## config.mk

```make
export PLATFORM = sky130hd
export DESIGN_NAME = spcd_decoder
export DESIGN_NICKNAME = d
export VERILOG_FILES = /design/src/inc/spcd_pkg.sv /design/src/hdl/spcd_decoder.sv /design/src/hdl/spcd_serial_rx.sv
export SDC_FILE = /design/constraint.sdc
export NUM_CORES = 1
export LEC_CHECK = 0
export BUFFER_PORTS_ARGS = -buffer_cell sky130_fd_sc_hd__buf_2
export CAP_MARGIN = 0
export CORE_ASPECT_RATIO = 0.75
export CORE_MARGIN = 3
export CORE_UTILIZATION = 58
export DETAILED_ROUTE_END_ITERATION = 10
export MAX_ROUTING_LAYER = met4
export PLACE_DENSITY = 0.81
export RECOVER_POWER = 50
export SYNTH_ARGS = -nofsm -noshare
export SYNTH_HDL_FRONTEND = slang
export SYNTH_SLANG_ARGS = --single-unit
```

## constraint.sdc

```tcl
create_clock -name core_clk -period 4.6 [get_ports core_clk]
set_input_delay 0.46 -clock core_clk [delete_from_list [all_inputs] [get_ports core_clk]]
set_output_delay 0.46 -clock core_clk [all_outputs]
set_load 0.02 [all_outputs]
```

## src/inc/spcd_pkg.sv

```systemverilog
// Functional notes
// - Commands are whole bytes; lengths one, two or three bytes by opcode.
// - Power-up command moves power-down state to command standby.
// - While powered down, every byte except power-up is ignored.
// - Double-entry mode: each byte sent twice, mismatched command discarded.
// - Analog setup ignored while down, ramping, or any channel playing.
// - Power-down during analog ramp-up drops immediately, no pop suppression.
// - Analog settings return to reset values on reset or power-down.
// - class_d_select: 0 selects class AB, 1 selects class D.
// - highpass_enable 1 inserts 200Hz high-pass filter, 0 bypasses it.
// - Soft stop fades out, channel_busy_n low until fade ends.
// - dac_path_gain 00 off, 01 -6dB, 10 0dB; class AB only.
// - ext_input_gain 00 off, 01 -6dB, 10 0dB; class AB only.
// - Analog setup decoded as two bytes with fixed field layout.
// - Start, stop, repeat set/clear by upper nibble; lower nibble channel mask.
// - Wide play: second byte 00, index, phrase 11..8; third phrase 7..0.
// - click_suppress ramps line output quietly; applies only to line output.
// - Enable pair: 00 down, low bit speaker, high bit line; no line with class D.
package spcd_pkg;

    // ********************
    // Timing
    // ********************
    localparam int CLK_PERIOD_NS = 8;
    localparam int CMD_PROC_NS = 128;
    localparam int CMD_PROC_CYC = (CMD_PROC_NS + CLK_PERIOD_NS - 1) / CLK_PERIOD_NS;
    localparam int ANA_RAMP_NS = 10000;
    localparam int ANA_RAMP_CYC = (ANA_RAMP_NS + CLK_PERIOD_NS - 1) / CLK_PERIOD_NS;
    localparam int FADE_NS = 4000000;
    localparam int FADE_CYC = (FADE_NS + CLK_PERIOD_NS - 1) / CLK_PERIOD_NS;

    // ********************
    // Register map
    // ********************
    localparam logic [3:0] REG_CTRL = 4'h0;
    localparam logic [3:0] REG_STATUS = 4'h4;
    localparam logic [3:0] REG_ANALOG = 4'h8;
    localparam logic [3:0] REG_LASTCMD = 4'hc;

    // ********************
    // Opcodes
    // ********************
    localparam logic [6:0] OP_PUP = 7'h00;
    localparam logic [5:0] OP_ANA = 6'h01;
    localparam logic [7:0] OP_POWER_DOWN_CMD = 8'h20;
    localparam logic [7:0] OP_WDTCL = 8'h14;
    localparam logic [7:0] OP_ERRCL = 8'hff;
    localparam logic [7:0] OP_FADR2 = 8'hc4;
    localparam logic [7:0] OP_WPLAY = 8'hc8;
    localparam logic [3:0] NB_PLAY = 4'h4;
    localparam logic [3:0] NB_START = 4'h5;
    localparam logic [3:0] NB_STOP = 4'h6;
    localparam logic [3:0] NB_RSET = 4'h8;
    localparam logic [3:0] NB_RCLR = 4'h9;

    typedef enum logic [3:0] {
        CK_OTHER = 4'h0,
        CK_PUP = 4'h1,
        CK_POWER_DOWN_CMD = 4'h2,
        CK_ANA = 4'h3,
        CK_PLAY = 4'h4,
        CK_WPLAY = 4'h5,
        CK_START = 4'h6,
        CK_STOP = 4'h7,
        CK_RSET = 4'h8,
        CK_RCLR = 4'h9,
        CK_ERRCL = 4'ha,
        CK_WDTCL = 4'hb
    } spcd_kind_t;

    typedef enum logic [1:0] {
        ANA_OFF = 2'b00,
        ANA_UP = 2'b01,
        ANA_ON = 2'b10,
        ANA_DN = 2'b11
    } spcd_ana_st_t;

    // Second byte of analog setup first, then the two bits of the first byte
    typedef struct packed {
        logic soft_stop_enable;
        logic [1:0] dac_path_gain;
        logic [1:0] ext_input_gain;
        logic line_amp_enable;
        logic speaker_amp_enable;
        logic click_suppress;
        logic class_d_select;
        logic highpass_enable;
    } spcd_ana_t;

    typedef struct packed {
        spcd_kind_t kind;
        logic [3:0] channel_mask;
        logic [1:0] channel_index;
        logic [11:0] phrase_number;
    } spcd_cmd_t;

    localparam spcd_ana_t ANA_RST = 10'h000;

    function automatic spcd_kind_t spcd_kind(input logic [7:0] b);
        spcd_kind_t k;
        k = CK_OTHER;
        if (b[7:1] == OP_PUP) k = CK_PUP;
        else if (b[7:2] == OP_ANA) k = CK_ANA;
        else if (b == OP_POWER_DOWN_CMD) k = CK_POWER_DOWN_CMD;
        else if (b == OP_WDTCL) k = CK_WDTCL;
        else if (b == OP_ERRCL) k = CK_ERRCL;
        else if (b == OP_WPLAY) k = CK_WPLAY;
        else if (b[7:4] == NB_PLAY) k = CK_PLAY;
        else if (b[7:4] == NB_START) k = CK_START;
        else if (b[7:4] == NB_STOP) k = CK_STOP;
        else if (b[7:4] == NB_RSET) k = CK_RSET;
        else if (b[7:4] == NB_RCLR) k = CK_RCLR;
        return k;
    endfunction

    function automatic logic [1:0] spcd_len(input logic [7:0] b);
        logic [1:0] n;
        n = 2'd2;
        if (b == OP_WPLAY || b == OP_FADR2) n = 2'd3;
        else if (b[7:1] == OP_PUP || b == OP_POWER_DOWN_CMD || b == OP_WDTCL || b == OP_ERRCL)
            n = 2'd1;
        else if (b[7:4] == NB_START || b[7:4] == NB_STOP) n = 2'd1;
        else if (b[7:4] == NB_RSET || b[7:4] == NB_RCLR) n = 2'd1;
        return n;
    endfunction

endpackage

```

## src/hdl/spcd_decoder.sv

```systemverilog
// The placing of the registers and the Avalon-MM register port were chosen for this implementation.
`timescale 1ns/1ps
module spcd_decoder
    import spcd_pkg::*;
#(
    parameter int FADE_CYCLES = FADE_CYC
) (
    // Clock and reset
    input wire logic core_clk,
    input wire logic rst_n,
    // Serial command link
    input wire logic ser_clk,
    input wire logic ser_cs_n,
    input wire logic ser_di,
    output logic cmd_busy_n,
    output logic [3:0] channel_busy_n,
    // Decoded results
    output logic powered_up,
    output spcd_ana_t ana_eff,
    output spcd_cmd_t cmd_out,
    output logic cmd_valid,
    // Avalon-MM slave
    input wire logic [3:0] avs_address,
    input wire logic avs_read,
    input wire logic avs_write,
    input wire logic [31:0] avs_writedata,
    output logic [31:0] avs_readdata,
    output logic avs_waitrequest
);

    logic rx_valid;
    logic [7:0] rx_byte;
    logic dbl_mode_reg;
    logic half_reg;
    logic [7:0] first_reg;
    logic wcm_err_reg;
    logic [1:0] idx_reg;
    logic [7:0] b0_reg;
    logic [7:0] b1_reg;
    logic [7:0] proc_cnt_reg;
    spcd_ana_t ana_reg;
    spcd_ana_st_t ana_st_reg;
    logic [15:0] ramp_cnt_reg;
    logic [3:0] fading_reg;
    logic [31:0] fade_cnt_reg;
    logic eb_valid;
    logic mismatch;
    logic fin;
    logic drop;
    logic [7:0] c0;
    logic [7:0] c1;
    spcd_kind_t kind;
    logic playing;
    logic ana_skip;
    logic bus_req;
    logic bus_ack;
    logic [3:0] sw_done;
    logic [31:0] rdata;

    spcd_serial_rx u_rx (
        .core_clk(core_clk),
        .rst_n(rst_n),
        .ser_clk(ser_clk),
        .ser_cs_n(ser_cs_n),
        .ser_di(ser_di),
        .byte_valid(rx_valid),
        .byte_data(rx_byte)
    );

    // ********************
    // Double entry pairing
    // ********************
    assign eb_valid = rx_valid && (!dbl_mode_reg || half_reg) && !mismatch;
    assign mismatch = rx_valid && dbl_mode_reg && half_reg && (rx_byte != first_reg);

    always_ff @(posedge core_clk or negedge rst_n) begin
        if (!rst_n) begin
            half_reg <= 1'b0;
            first_reg <= 8'h00;
        end else if (rx_valid && dbl_mode_reg) begin
            half_reg <= !half_reg;
            first_reg <= rx_byte;
        end else if (!dbl_mode_reg) begin
            half_reg <= 1'b0;
        end
    end

    // Mismatch flag: set wins over the error-clear command
    always_ff @(posedge core_clk or negedge rst_n) begin
        if (!rst_n) begin
            wcm_err_reg <= 1'b0;
        end else if (mismatch) begin
            wcm_err_reg <= 1'b1;
        end else if (fin && kind == CK_ERRCL) begin
            wcm_err_reg <= 1'b0;
        end
    end

    // ********************
    // Command assembly
    // ********************
    assign c0 = (idx_reg == 2'd0) ? rx_byte : b0_reg;
    assign c1 = (idx_reg == 2'd1) ? rx_byte : b1_reg;
    assign kind = spcd_kind(c0);
    // Powered down: anything but power-up is dropped on the first byte
    assign drop = !powered_up && (idx_reg == 2'd0) && (spcd_kind(rx_byte) != CK_PUP);
    assign fin = eb_valid && !drop && (idx_reg == spcd_len(c0) - 2'd1);

    always_ff @(posedge core_clk or negedge rst_n) begin
        if (!rst_n) begin
            idx_reg <= 2'd0;
            b0_reg <= 8'h00;
            b1_reg <= 8'h00;
        end else if (mismatch) begin
            idx_reg <= 2'd0;
        end else if (eb_valid && !drop) begin
            if (fin) begin
                idx_reg <= 2'd0;
            end else begin
                idx_reg <= idx_reg + 2'd1;
                if (idx_reg == 2'd0) b0_reg <= rx_byte;
                else b1_reg <= rx_byte;
            end
        end
    end

    // ********************
    // Power state
    // ********************
    always_ff @(posedge core_clk or negedge rst_n) begin
        if (!rst_n) begin
            powered_up <= 1'b0;
            dbl_mode_reg <= 1'b0;
        end else if (fin && kind == CK_PUP && !powered_up) begin
            powered_up <= 1'b1;
            dbl_mode_reg <= c0[0];
        end else if (fin && kind == CK_POWER_DOWN_CMD) begin
            powered_up <= 1'b0;
            dbl_mode_reg <= 1'b0;
        end
    end

    // ********************
    // Analog section
    // ********************
    assign playing = (channel_busy_n != 4'hf);
    // A refused setup is not an accepted command: no strobe, no update
    assign ana_skip = (kind == CK_ANA) && !(powered_up && !playing
                      && (ana_st_reg == ANA_OFF || ana_st_reg == ANA_ON));

    always_ff @(posedge core_clk or negedge rst_n) begin
        if (!rst_n) begin
            ana_reg <= ANA_RST;
            ana_st_reg <= ANA_OFF;
            ramp_cnt_reg <= 16'h0000;
        end else if (fin && kind == CK_POWER_DOWN_CMD) begin
            // Drop at once; a ramp-up in flight gets no quiet ramp-down
            ana_reg <= ANA_RST;
            ana_st_reg <= ANA_OFF;
            ramp_cnt_reg <= 16'h0000;
        end else if (fin && kind == CK_ANA && !ana_skip) begin
            ana_reg <= {c1, c0[1:0]};
            ramp_cnt_reg <= 16'(ANA_RAMP_CYC);
            if (c1[2:1] != 2'b00) ana_st_reg <= ANA_UP;
            else if (ana_st_reg == ANA_ON) ana_st_reg <= ANA_DN;
            else ramp_cnt_reg <= 16'h0000;
        end else if (ramp_cnt_reg != 16'h0000) begin
            ramp_cnt_reg <= ramp_cnt_reg - 16'h0001;
            if (ramp_cnt_reg == 16'h0001) begin
                ana_st_reg <= (ana_st_reg == ANA_UP) ? ANA_ON : ANA_OFF;
            end
        end
    end

    // Gains and line output only count in class AB
    always_ff @(posedge core_clk or negedge rst_n) begin
        if (!rst_n) begin
            ana_eff <= ANA_RST;
        end else begin
            ana_eff.soft_stop_enable <= ana_reg.soft_stop_enable;
            ana_eff.class_d_select <= ana_reg.class_d_select;
            ana_eff.highpass_enable <= ana_reg.highpass_enable;
            ana_eff.dac_path_gain <= ana_reg.class_d_select ? 2'b00 : ana_reg.dac_path_gain;
            ana_eff.ext_input_gain <= ana_reg.class_d_select ? 2'b00 : ana_reg.ext_input_gain;
            ana_eff.line_amp_enable <= ana_reg.line_amp_enable && !ana_reg.class_d_select;
            ana_eff.speaker_amp_enable <= ana_reg.speaker_amp_enable;
            ana_eff.click_suppress <= ana_reg.click_suppress && ana_reg.line_amp_enable
                                      && !ana_reg.class_d_select;
        end
    end

    // ********************
    // Command busy
    // ********************
    always_ff @(posedge core_clk or negedge rst_n) begin
        if (!rst_n) begin
            proc_cnt_reg <= 8'h00;
        end else if (rx_valid) begin
            proc_cnt_reg <= 8'(CMD_PROC_CYC);
        end else if (proc_cnt_reg != 8'h00) begin
            proc_cnt_reg <= proc_cnt_reg - 8'h01;
        end
    end

    // Held low across analog ramps so the host waits before feeding input
    always_ff @(posedge core_clk or negedge rst_n) begin
        if (!rst_n) begin
            cmd_busy_n <= 1'b1;
        end else begin
            cmd_busy_n <= !(rx_valid || proc_cnt_reg > 8'h01
                            || ramp_cnt_reg > 16'h0001);
        end
    end

    // ********************
    // Channel busy and fade
    // ********************
    always_ff @(posedge core_clk or negedge rst_n) begin
        if (!rst_n) begin
            fading_reg <= 4'h0;
            fade_cnt_reg <= 32'h0;
        end else if (fin && kind == CK_STOP && ana_reg.soft_stop_enable) begin
            fading_reg <= fading_reg | (c0[3:0] & ~channel_busy_n);
            fade_cnt_reg <= 32'(FADE_CYCLES);
        end else if (fade_cnt_reg != 32'h0) begin
            fade_cnt_reg <= fade_cnt_reg - 32'h1;
        end else begin
            fading_reg <= 4'h0;
        end
    end

    // Start wins over a software release in the same cycle
    always_ff @(posedge core_clk or negedge rst_n) begin
        if (!rst_n) begin
            channel_busy_n <= 4'hf;
        end else if (fin && kind == CK_POWER_DOWN_CMD) begin
            channel_busy_n <= 4'hf;
        end else if (fin && kind == CK_START) begin
            channel_busy_n <= channel_busy_n & ~c0[3:0];
        end else if (fin && kind == CK_PLAY) begin
            channel_busy_n[c0[1:0]] <= 1'b0;
        end else if (fin && kind == CK_WPLAY) begin
            channel_busy_n[c1[5:4]] <= 1'b0;
        end else if (fin && kind == CK_STOP && !ana_reg.soft_stop_enable) begin
            channel_busy_n <= channel_busy_n | c0[3:0];
        end else if (fading_reg != 4'h0 && fade_cnt_reg == 32'h1) begin
            channel_busy_n <= channel_busy_n | fading_reg;
        end else begin
            channel_busy_n <= channel_busy_n | sw_done;
        end
    end

    // ********************
    // Decoded command out
    // ********************
    always_ff @(posedge core_clk or negedge rst_n) begin
        if (!rst_n) begin
            cmd_valid <= 1'b0;
            cmd_out <= '0;
        end else begin
            cmd_valid <= fin && !ana_skip;
            if (fin && !ana_skip) begin
                cmd_out.kind <= kind;
                cmd_out.channel_mask <= c0[3:0];
                cmd_out.channel_index <= (kind == CK_WPLAY) ? c1[5:4] : c0[1:0];
                if (kind == CK_WPLAY) cmd_out.phrase_number <= {c1[3:0], rx_byte};
                else cmd_out.phrase_number <= {2'b00, c0[3:2], c1};
            end
        end
    end

    // ********************
    // Avalon-MM slave
    // ********************
    assign bus_req = avs_read || avs_write;
    assign bus_ack = bus_req && !avs_waitrequest;
    assign sw_done = (bus_ack && avs_write && avs_address == REG_CTRL)
                     ? avs_writedata[3:0] : 4'h0;

    always_comb begin
        rdata = 32'h0;
        case (avs_address)
            REG_CTRL: rdata = 32'h0;
            REG_STATUS: rdata = {22'h0, wcm_err_reg, dbl_mode_reg, ana_st_reg,
                                 cmd_busy_n, powered_up, channel_busy_n};
            REG_ANALOG: rdata = {22'h0, ana_reg};
            REG_LASTCMD: rdata = {10'h0, cmd_out};
            default: rdata = 32'h0;
        endcase
    end

    // One wait cycle on every access
    always_ff @(posedge core_clk or negedge rst_n) begin
        if (!rst_n) begin
            avs_waitrequest <= 1'b1;
            avs_readdata <= 32'h0;
        end else begin
            avs_waitrequest <= !(bus_req && avs_waitrequest);
            if (avs_read && avs_waitrequest) avs_readdata <= rdata;
        end
    end

endmodule

```

## src/hdl/spcd_serial_rx.sv

```systemverilog
`timescale 1ns/1ps
module spcd_serial_rx
    import spcd_pkg::*;
(
    // Clock and reset
    input wire logic core_clk,
    input wire logic rst_n,
    // Serial pins
    input wire logic ser_clk,
    input wire logic ser_cs_n,
    input wire logic ser_di,
    // Byte out
    output logic byte_valid,
    output logic [7:0] byte_data
);

    logic [2:0] s1_reg;
    logic [2:0] s2_reg;
    logic clk_d_reg;
    logic [2:0] bit_cnt_reg;
    logic [6:0] shift_reg;
    logic rise;

    // ********************
    // Synchronisers
    // ********************
    always_ff @(posedge core_clk or negedge rst_n) begin
        if (!rst_n) begin
            s1_reg <= 3'h4;
            s2_reg <= 3'h4;
            clk_d_reg <= 1'b0;
        end else begin
            s1_reg <= {ser_cs_n, ser_clk, ser_di};
            s2_reg <= s1_reg;
            clk_d_reg <= s2_reg[1];
        end
    end

    assign rise = s2_reg[1] && !clk_d_reg && !s2_reg[2];

    // ********************
    // Shifter, MSB first
    // ********************
    always_ff @(posedge core_clk or negedge rst_n) begin
        if (!rst_n) begin
            bit_cnt_reg <= 3'h0;
            shift_reg <= 7'h00;
            byte_valid <= 1'b0;
            byte_data <= 8'h00;
        end else begin
            byte_valid <= 1'b0;
            if (s2_reg[2]) begin
                // Deselect drops a partial byte
                bit_cnt_reg <= 3'h0;
            end else if (rise) begin
                bit_cnt_reg <= bit_cnt_reg + 3'h1;
                shift_reg <= {shift_reg[5:0], s2_reg[0]};
                if (bit_cnt_reg == 3'h7) begin
                    byte_valid <= 1'b1;
                    byte_data <= {shift_reg, s2_reg[0]};
                end
            end
        end
    end

endmodule

```

Yosys cells after proc, flatten, opt, wreduce, memory -nomap -nowiden
Index checks and enable logic that the tools add are counted.
{"block": "op_classes", "add_sub_neg": 6, "n_lt_le_gt_ge": 6, "n_eq_ne": 45, "mux": 79, "n_bitwise": 16, "n_reduce_logical": 88}
{"op": "$mux 4", "count": 31}
{"op": "$pmux 22 s3", "count": 1}
{"op": "$mux 32", "count": 2}
{"op": "$mux 16", "count": 3}
{"op": "$eq 4x3->1 const B", "count": 11}
{"op": "$eq 8x8->1 const B", "count": 5}
{"op": "$logic_and 1x1->1", "count": 38}
{"op": "$mux 2", "count": 17}
{"op": "$eq 32x1->1 const B", "count": 1}
{"op": "$mux 8", "count": 4}
{"op": "$reduce_bool 32->1", "count": 1}
{"op": "$sub 32x1->32 const B", "count": 1}
{"op": "$eq 4x4->1 const B", "count": 7}
{"op": "$mux 11", "count": 2}
{"op": "$mux 10", "count": 2}
{"op": "$and 4x4->4", "count": 4}
{"op": "$eq 16x1->1 const B", "count": 1}
{"op": "$eq 8x5->1 const B", "count": 2}
{"op": "$eq 8x6->1 const B", "count": 2}
{"op": "$gt 16x1->1 const B", "count": 1}
{"op": "$not 4->4", "count": 4}
{"op": "$or 4x4->4", "count": 4}
{"op": "$reduce_bool 16->1", "count": 1}
{"op": "$reduce_bool 2->1", "count": 8}
{"op": "37 further kinds", "count": 87}
{"block": "totals", "ff_bits": 199, "input_bits": 43, "out_inout_bits": 72, "wordCells": 285}

Depth between registers and ports, before layout
{"block": "depth", "word_depth": 24, "mapped_depth": 15, "ltp_nobuf": 12}

By module
From an unflattened synthesis, not the netlist that was laid out.
{"block": "hier_totals", "hier_cells": 876, "area_unflattened_um2": 9367.7}
{"module": "spcd_decoder", "instances": 1, "cells_each": 823, "area_each_um2": 8396.8, "seq_area_each_um2": 4086.4}
{"module": "spcd_serial_rx", "instances": 1, "cells_each": 53, "area_each_um2": 970.9, "seq_area_each_um2": 653.1}

Worst setup path before layout
No wires, ideal clock.
{"block": "synth_path", "path_kind": "reg2reg", "startpoint": "register idx_reg[0]", "endpoint": "register b0_reg[4]", "setup_time_ns": 0.125, "arrival_time_ns": 3.077, "slack_ns": 1.398, "path_stages_with_launch": 14, "n_path_buf": 3, "synth_period_minus_slack_ns": 3.202, "path_cell_list": "dfrtp_1 -> inv_1 -> ha_1 -> buf_6 -> or3_1 -> and2_0 -> clkbuf_1 -> or4_4 -> o211ai_2 -> o21ai_2 -> and2_4 -> buf_6 -> nor4_4 -> mux2_2"}
{"block": "synth_via", "elab_chain_len": 13}
{"element": "start, declared", "line": "spcd_decoder.sv:37", "text": "logic [1:0] idx_reg;"}
{"element": "start signal, assigned", "line": "spcd_decoder.sv:120", "text": "idx_reg <= idx_reg + 2'd1;"}
{"element": "$logic_not 2->1", "line": "spcd_decoder.sv:102, spcd_decoder.sv:106, spcd_decoder.sv:121"}
{"element": "$mux 8"}
{"element": "$eq 4x4->1 (tied with other cells)", "line": "spcd_pkg.sv:123", "text": "else if (b[7:4] == NB_RSET || b[7:4] == NB_RCLR) n = 2'd1;"}
{"element": "$logic_or 1x1->1, on equally long branches", "line": "spcd_pkg.sv:123, spcd_pkg.sv:120"}
{"element": "$mux 2 or $logic_or 1x1->1 (tied branches)", "line": "spcd_pkg.sv:123, spcd_pkg.sv:120"}
{"element": "$mux 2 or $logic_or 1x1->1 (tied branches)", "line": "spcd_pkg.sv:122, spcd_pkg.sv:120"}
{"element": "$mux 2", "line": "spcd_pkg.sv:120", "text": "else if (b[7:1] == OP_PUP || b == OP_POWER_DOWN_CMD || b == OP_WDTCL || b == OP_ERRCL)"}
{"element": "$mux 2", "line": "spcd_pkg.sv:119", "text": "if (b == OP_WPLAY || b == OP_FADR2) n = 2'd3;"}
{"element": "$sub 2x1->2", "line": "spcd_decoder.sv:107", "text": "assign fin = eb_valid && !drop && (idx_reg == spcd_len(c0) - 2'd1);"}
{"element": "$eq 2x2->1", "line": "spcd_decoder.sv:107"}
{"element": "$logic_and 1x1->1", "line": "spcd_decoder.sv:107"}
{"element": "$not 1->1 (no line)"}
{"element": "$reduce_and 3->1 (no line)"}
{"element": "end signal, assigned", "line": "spcd_decoder.sv:121", "text": "if (idx_reg == 2'd0) b0_reg <= rx_byte;"}
{"element": "end, declared", "line": "spcd_decoder.sv:38", "text": "logic [7:0] b0_reg;"}
Parallel ways exist; a longest one is shown, timed or not.
A chain may end at the register's enable or synchronous reset.

Worst setup path after layout
{"block": "layout_path", "startpoint": "register idx_reg[0]", "endpoint": "register channel_busy_n[0]"}
{"block": "layout_via", "elab_chain_len": 22}
{"element": "$logic_not 2->1", "line": "spcd_decoder.sv:102, spcd_decoder.sv:106"}
{"element": "$mux 8"}
{"element": "$eq 4x4->1", "line": "spcd_pkg.sv:112, spcd_pkg.sv:123"}
{"element": "$mux 4", "line": "spcd_pkg.sv:112", "text": "else if (b[7:4] == NB_RCLR) k = CK_RCLR;"}
{"element": "$mux 4", "line": "spcd_pkg.sv:111", "text": "else if (b[7:4] == NB_RSET) k = CK_RSET;"}
{"element": "$mux 4", "line": "spcd_pkg.sv:110", "text": "else if (b[7:4] == NB_STOP) k = CK_STOP;"}
{"element": "$mux 4", "line": "spcd_pkg.sv:109", "text": "else if (b[7:4] == NB_START) k = CK_START;"}
{"element": "$mux 4", "line": "spcd_pkg.sv:108", "text": "else if (b[7:4] == NB_PLAY) k = CK_PLAY;"}
{"element": "[... 5 more ...]"}
{"element": "$mux 4", "line": "spcd_pkg.sv:102", "text": "if (b[7:1] == OP_PUP) k = CK_PUP;"}
{"element": "$eq 4x3->1", "line": "spcd_decoder.sv:244", "text": "end else if (fin && kind == CK_STOP && !ana_reg.soft_stop_enable) begin"}
{"element": "$logic_and 1x1->1 (2 in series)", "line": "spcd_decoder.sv:244"}
{"element": "$mux 4", "line": "spcd_decoder.sv:244"}
{"element": "$mux 4", "line": "spcd_decoder.sv:242", "text": "end else if (fin && kind == CK_WPLAY) begin"}
{"element": "$mux 4", "line": "spcd_decoder.sv:240", "text": "end else if (fin && kind == CK_PLAY) begin"}
{"element": "$mux 4", "line": "spcd_decoder.sv:238", "text": "end else if (fin && kind == CK_START) begin"}
{"element": "$mux 4 (*)", "line": "spcd_decoder.sv:236", "text": "end else if (fin && kind == CK_POWER_DOWN_CMD) begin"}
{"element": "end signal, assigned", "line": "spcd_decoder.sv:239", "text": "channel_busy_n <= channel_busy_n & ~c0[3:0];"}
{"element": "end signal, assigned", "line": "spcd_decoder.sv:245", "text": "channel_busy_n <= channel_busy_n | c0[3:0];"}
{"element": "end signal, assigned", "line": "spcd_decoder.sv:247", "text": "channel_busy_n <= channel_busy_n | fading_reg;"}
{"element": "end, declared", "line": "spcd_decoder.sv:16", "text": "output logic [3:0] channel_busy_n,"}
Every way passes the cells marked *; elsewhere a longest branch is shown, timed or not.

==> flow_summary.toml <==
[place]
dp_hpwl_um = 15100
place_congestion = 1.00
numPlacedInstances = 1165
port_buffers = 76

[worst_setup_path]
r2r_slack_ns = 0.66
rr_endpoint = "channel_busy_n[0]"
r2r_cells = 12
critical_path_class = "flop to flop"
start_kind = "flop"
crit_fanout = 17
crit_path_end_kind = "flop"
r2r_start = "idx_reg[0]"
required_ns = 4.98
cp.arrival_ns = 4.32

[clock_tree]
clockBufferDepth = 2
post_cts_buffers = 0
h-tree-depth = 4
cts_resized = 0
cts_buffers = 17
tritoncts = "built"
clk_latency_ns = 0.44
hold_buffers = 0
clock_sinks = 189
cts_root_buf = "clkbuf_16"
clk_pin_slew_ns = 0.08

[status]
status = "complete, but fails checks"
violations = "capacitance limit, slew limit"

[grt]
grt_pass1_wl_um = 35300
antenna_found_initial = 0
gr-usage-all-layers_pct = 26.6
grt_pass1_vias = 6811
grt_max_degree = 102
overflow = 0

[timing]
tightestPinTransition_ns = 2.44
period_minus_slack_ns = 3.94
finalMaxSlewViolations = 102
slew_headroom_pct = -62.7
hold_viol = 0
maxClockFrequency_mhz = 254
setup_viol_count_final = 0
fin_setup_tns_ns = 0
skew_ns = 0.0129
timing.final.crit_share_pct = 85.7
rsz0062_at_grt = "false"

[layout]
post_route_cells_drive_above_1_share_pct = 18.6
antennaDiodeCount = 0
stdcell_count = 1197
nets = 1032
largest_reg_flops = 32
area_delta_synth_final_pct = 12.3

[route]
firstDrtPassIters = 5
drt_wl_total_um = 21500
wl_per_cell_um = 18.0
ant_nets = 0
drc = 0
drtIter0Drc = 666
vias_per_cell = 5.95
via_count = 7119

[synth]
post-synth-top-area-cell = "dfrtp_1"
synth_warnings = 0
async_flop_share_pct = 100
synth_cell_types = 74
synth_top_flop_cell = "dfrtp_1"
syn_inst = 903
yosysTopAreaCellShare_pct = 49.4
yosys-top-cells-count = "dfrtp_1 (181), nand2_1 (95), nor2_1 (94)"
synth_area_leaders = "dfrtp_1 (49%), mux2_2 (4.8%), nand2_1 (3.9%), nor2_1 (3.8%), o21ai_0 (3.3%)"
syn-cell-area_mm2 = 0.00918
syn_area_per_cell_um2 = 10.2
synth_seq_cells = 189
synth-edff-count = 0
yosys.cell_count.top_type = "dfrtp_1"
yosysSeqAreaShare_pct = 51.7

[power_and_ir_drop]
p_per_area_mw_per_mm2 = 335
p_leak_nw = 5.07
irDropWorstVdd_mv = 0.269

[min_path]
whs_path_depth = 1
hp-class = "input port to flop"
hold_end = "u_rx.s1_reg[2]"
worstHoldStart = "ser_cs_n"

[die]
core_mm2 = 0.0154
io-pin-count = 115
die_x_um = 151
die-area_mm2 = 0.0174
initial_utilization_pct = 59.7
rows = 39
dieHeight_um = 115

[flow_run]
drv_cap = 1
power by group:
group	total (mW)	switching, mW	internal [mW]
combinational	0.227	0.133	0.0937
clock	1.43	0.700	0.729
sequential	1.80	0.0641	1.73
critical path, cell delays in order (launching register included):
cell and delay [ns]:
dfrtp_1 0.44, inv_1 0.10, ha_1 0.39, buf_4 0.26
or3_1 0.39, and2_0 0.28, or4_4 0.60, nor4b_1 0.19
nor2_1 0.26, nand3_2 0.29, or3_1 0.42, a21o_1 0.19
nand3_1 0.07
placed cells by master (no fill, tap or decap), drive strengths merged, types with 5 or more instances in the layout:
cell	instances
a21o	6
mux2i	23
o31ai	6
nor3	37
nand3	19
and2	7
dfrtp	181
inv	32
conb	10
a22o	18
nand2b	5
a211oi	8
nor2	96
buf	85
or3	17
xnor2	26
o21ai	72
clkbuf	29
nor2b	7
clkinv	6
ha	10
o22ai	6
mux2	41
xor2	29
dfstp	8
a22oi	10
a21oi	27
nand2	97
nor4	15
routing by layer:
metal | part of all wire (%) | track usage [%] | up-vias
met2 | 43 | 38.1 | 300
met1 | 48 | 38.7 | 3473
met4 | 1.5 | 6.88 | 0
li1 | - | - | 3316
met3 | 7.8 | 5.83 | 30
met5 | 0 | - | -
through the flow:
stage / power [mW] / hold WS (ns) / area (um^2) / setup slack (ns) / util, %
2_1_floorplan: 1.97 / 0.164 / 9210 / 1.40 / -
3_3_place_gp: 2.04 / 0.332 / 9750 / 0.780 / 63.5
3_5_place_dp: 2.06 / 0.335 / 9750 / 0.736 / 63.5
4_1_cts: 3.47 / 0.103 / 10300 / 0.699 / 67.2
5_1_grt: 3.58 / 0.0959 / 10300 / 0.399 / 67.0
6_report: 3.45 / 0.108 / 10300 / 0.656 / 67.0
worst max path at each step:
stage | cells past startpoint | start | slack [ns] | endpoint
detailed placement | 12 | idx_reg[0] | 0.74 | channel_busy_n[2]
CTS | 12 | idx_reg[0] | 0.70 | channel_busy_n[0]
finish | 12 | idx_reg[0] | 0.66 | channel_busy_n[0]
global placement | 12 | idx_reg[0] | 0.78 | channel_busy_n[0]
floorplan | 13 | idx_reg[0] | 1.40 | b0_reg[4]
global route | 12 | idx_reg[0] | 0.40 | channel_busy_n[2]
final cells by class:
class | count | area, um^2
clock buffers | 18 | 439
well taps | 205 | 256
clock inverters | 14 | 130
repair buffers | 96 | 515
fillers | 1163 | 5070
multi-input cells | 649 | 4120
inverters | 26 | 97.6
flip-flops and latches | 189 | 4740
cell families (layout without fill, tap and decap cells):
group	after synthesis	count (layout)	synth area share (%)
and+or+nand+nor	329	329	17.7
DFF	189	189	51.7
AOI/OAI and AO/OA	181	181	12.6
buffers and inverters	74	154	3.79
muxes	64	64	7.58
xor gates and xnor gates	55	55	5.25
adders and majority gates	10	10	1.36
other	1	10	0.0409
No activity file was read; power rests on OpenSTA's default activity.
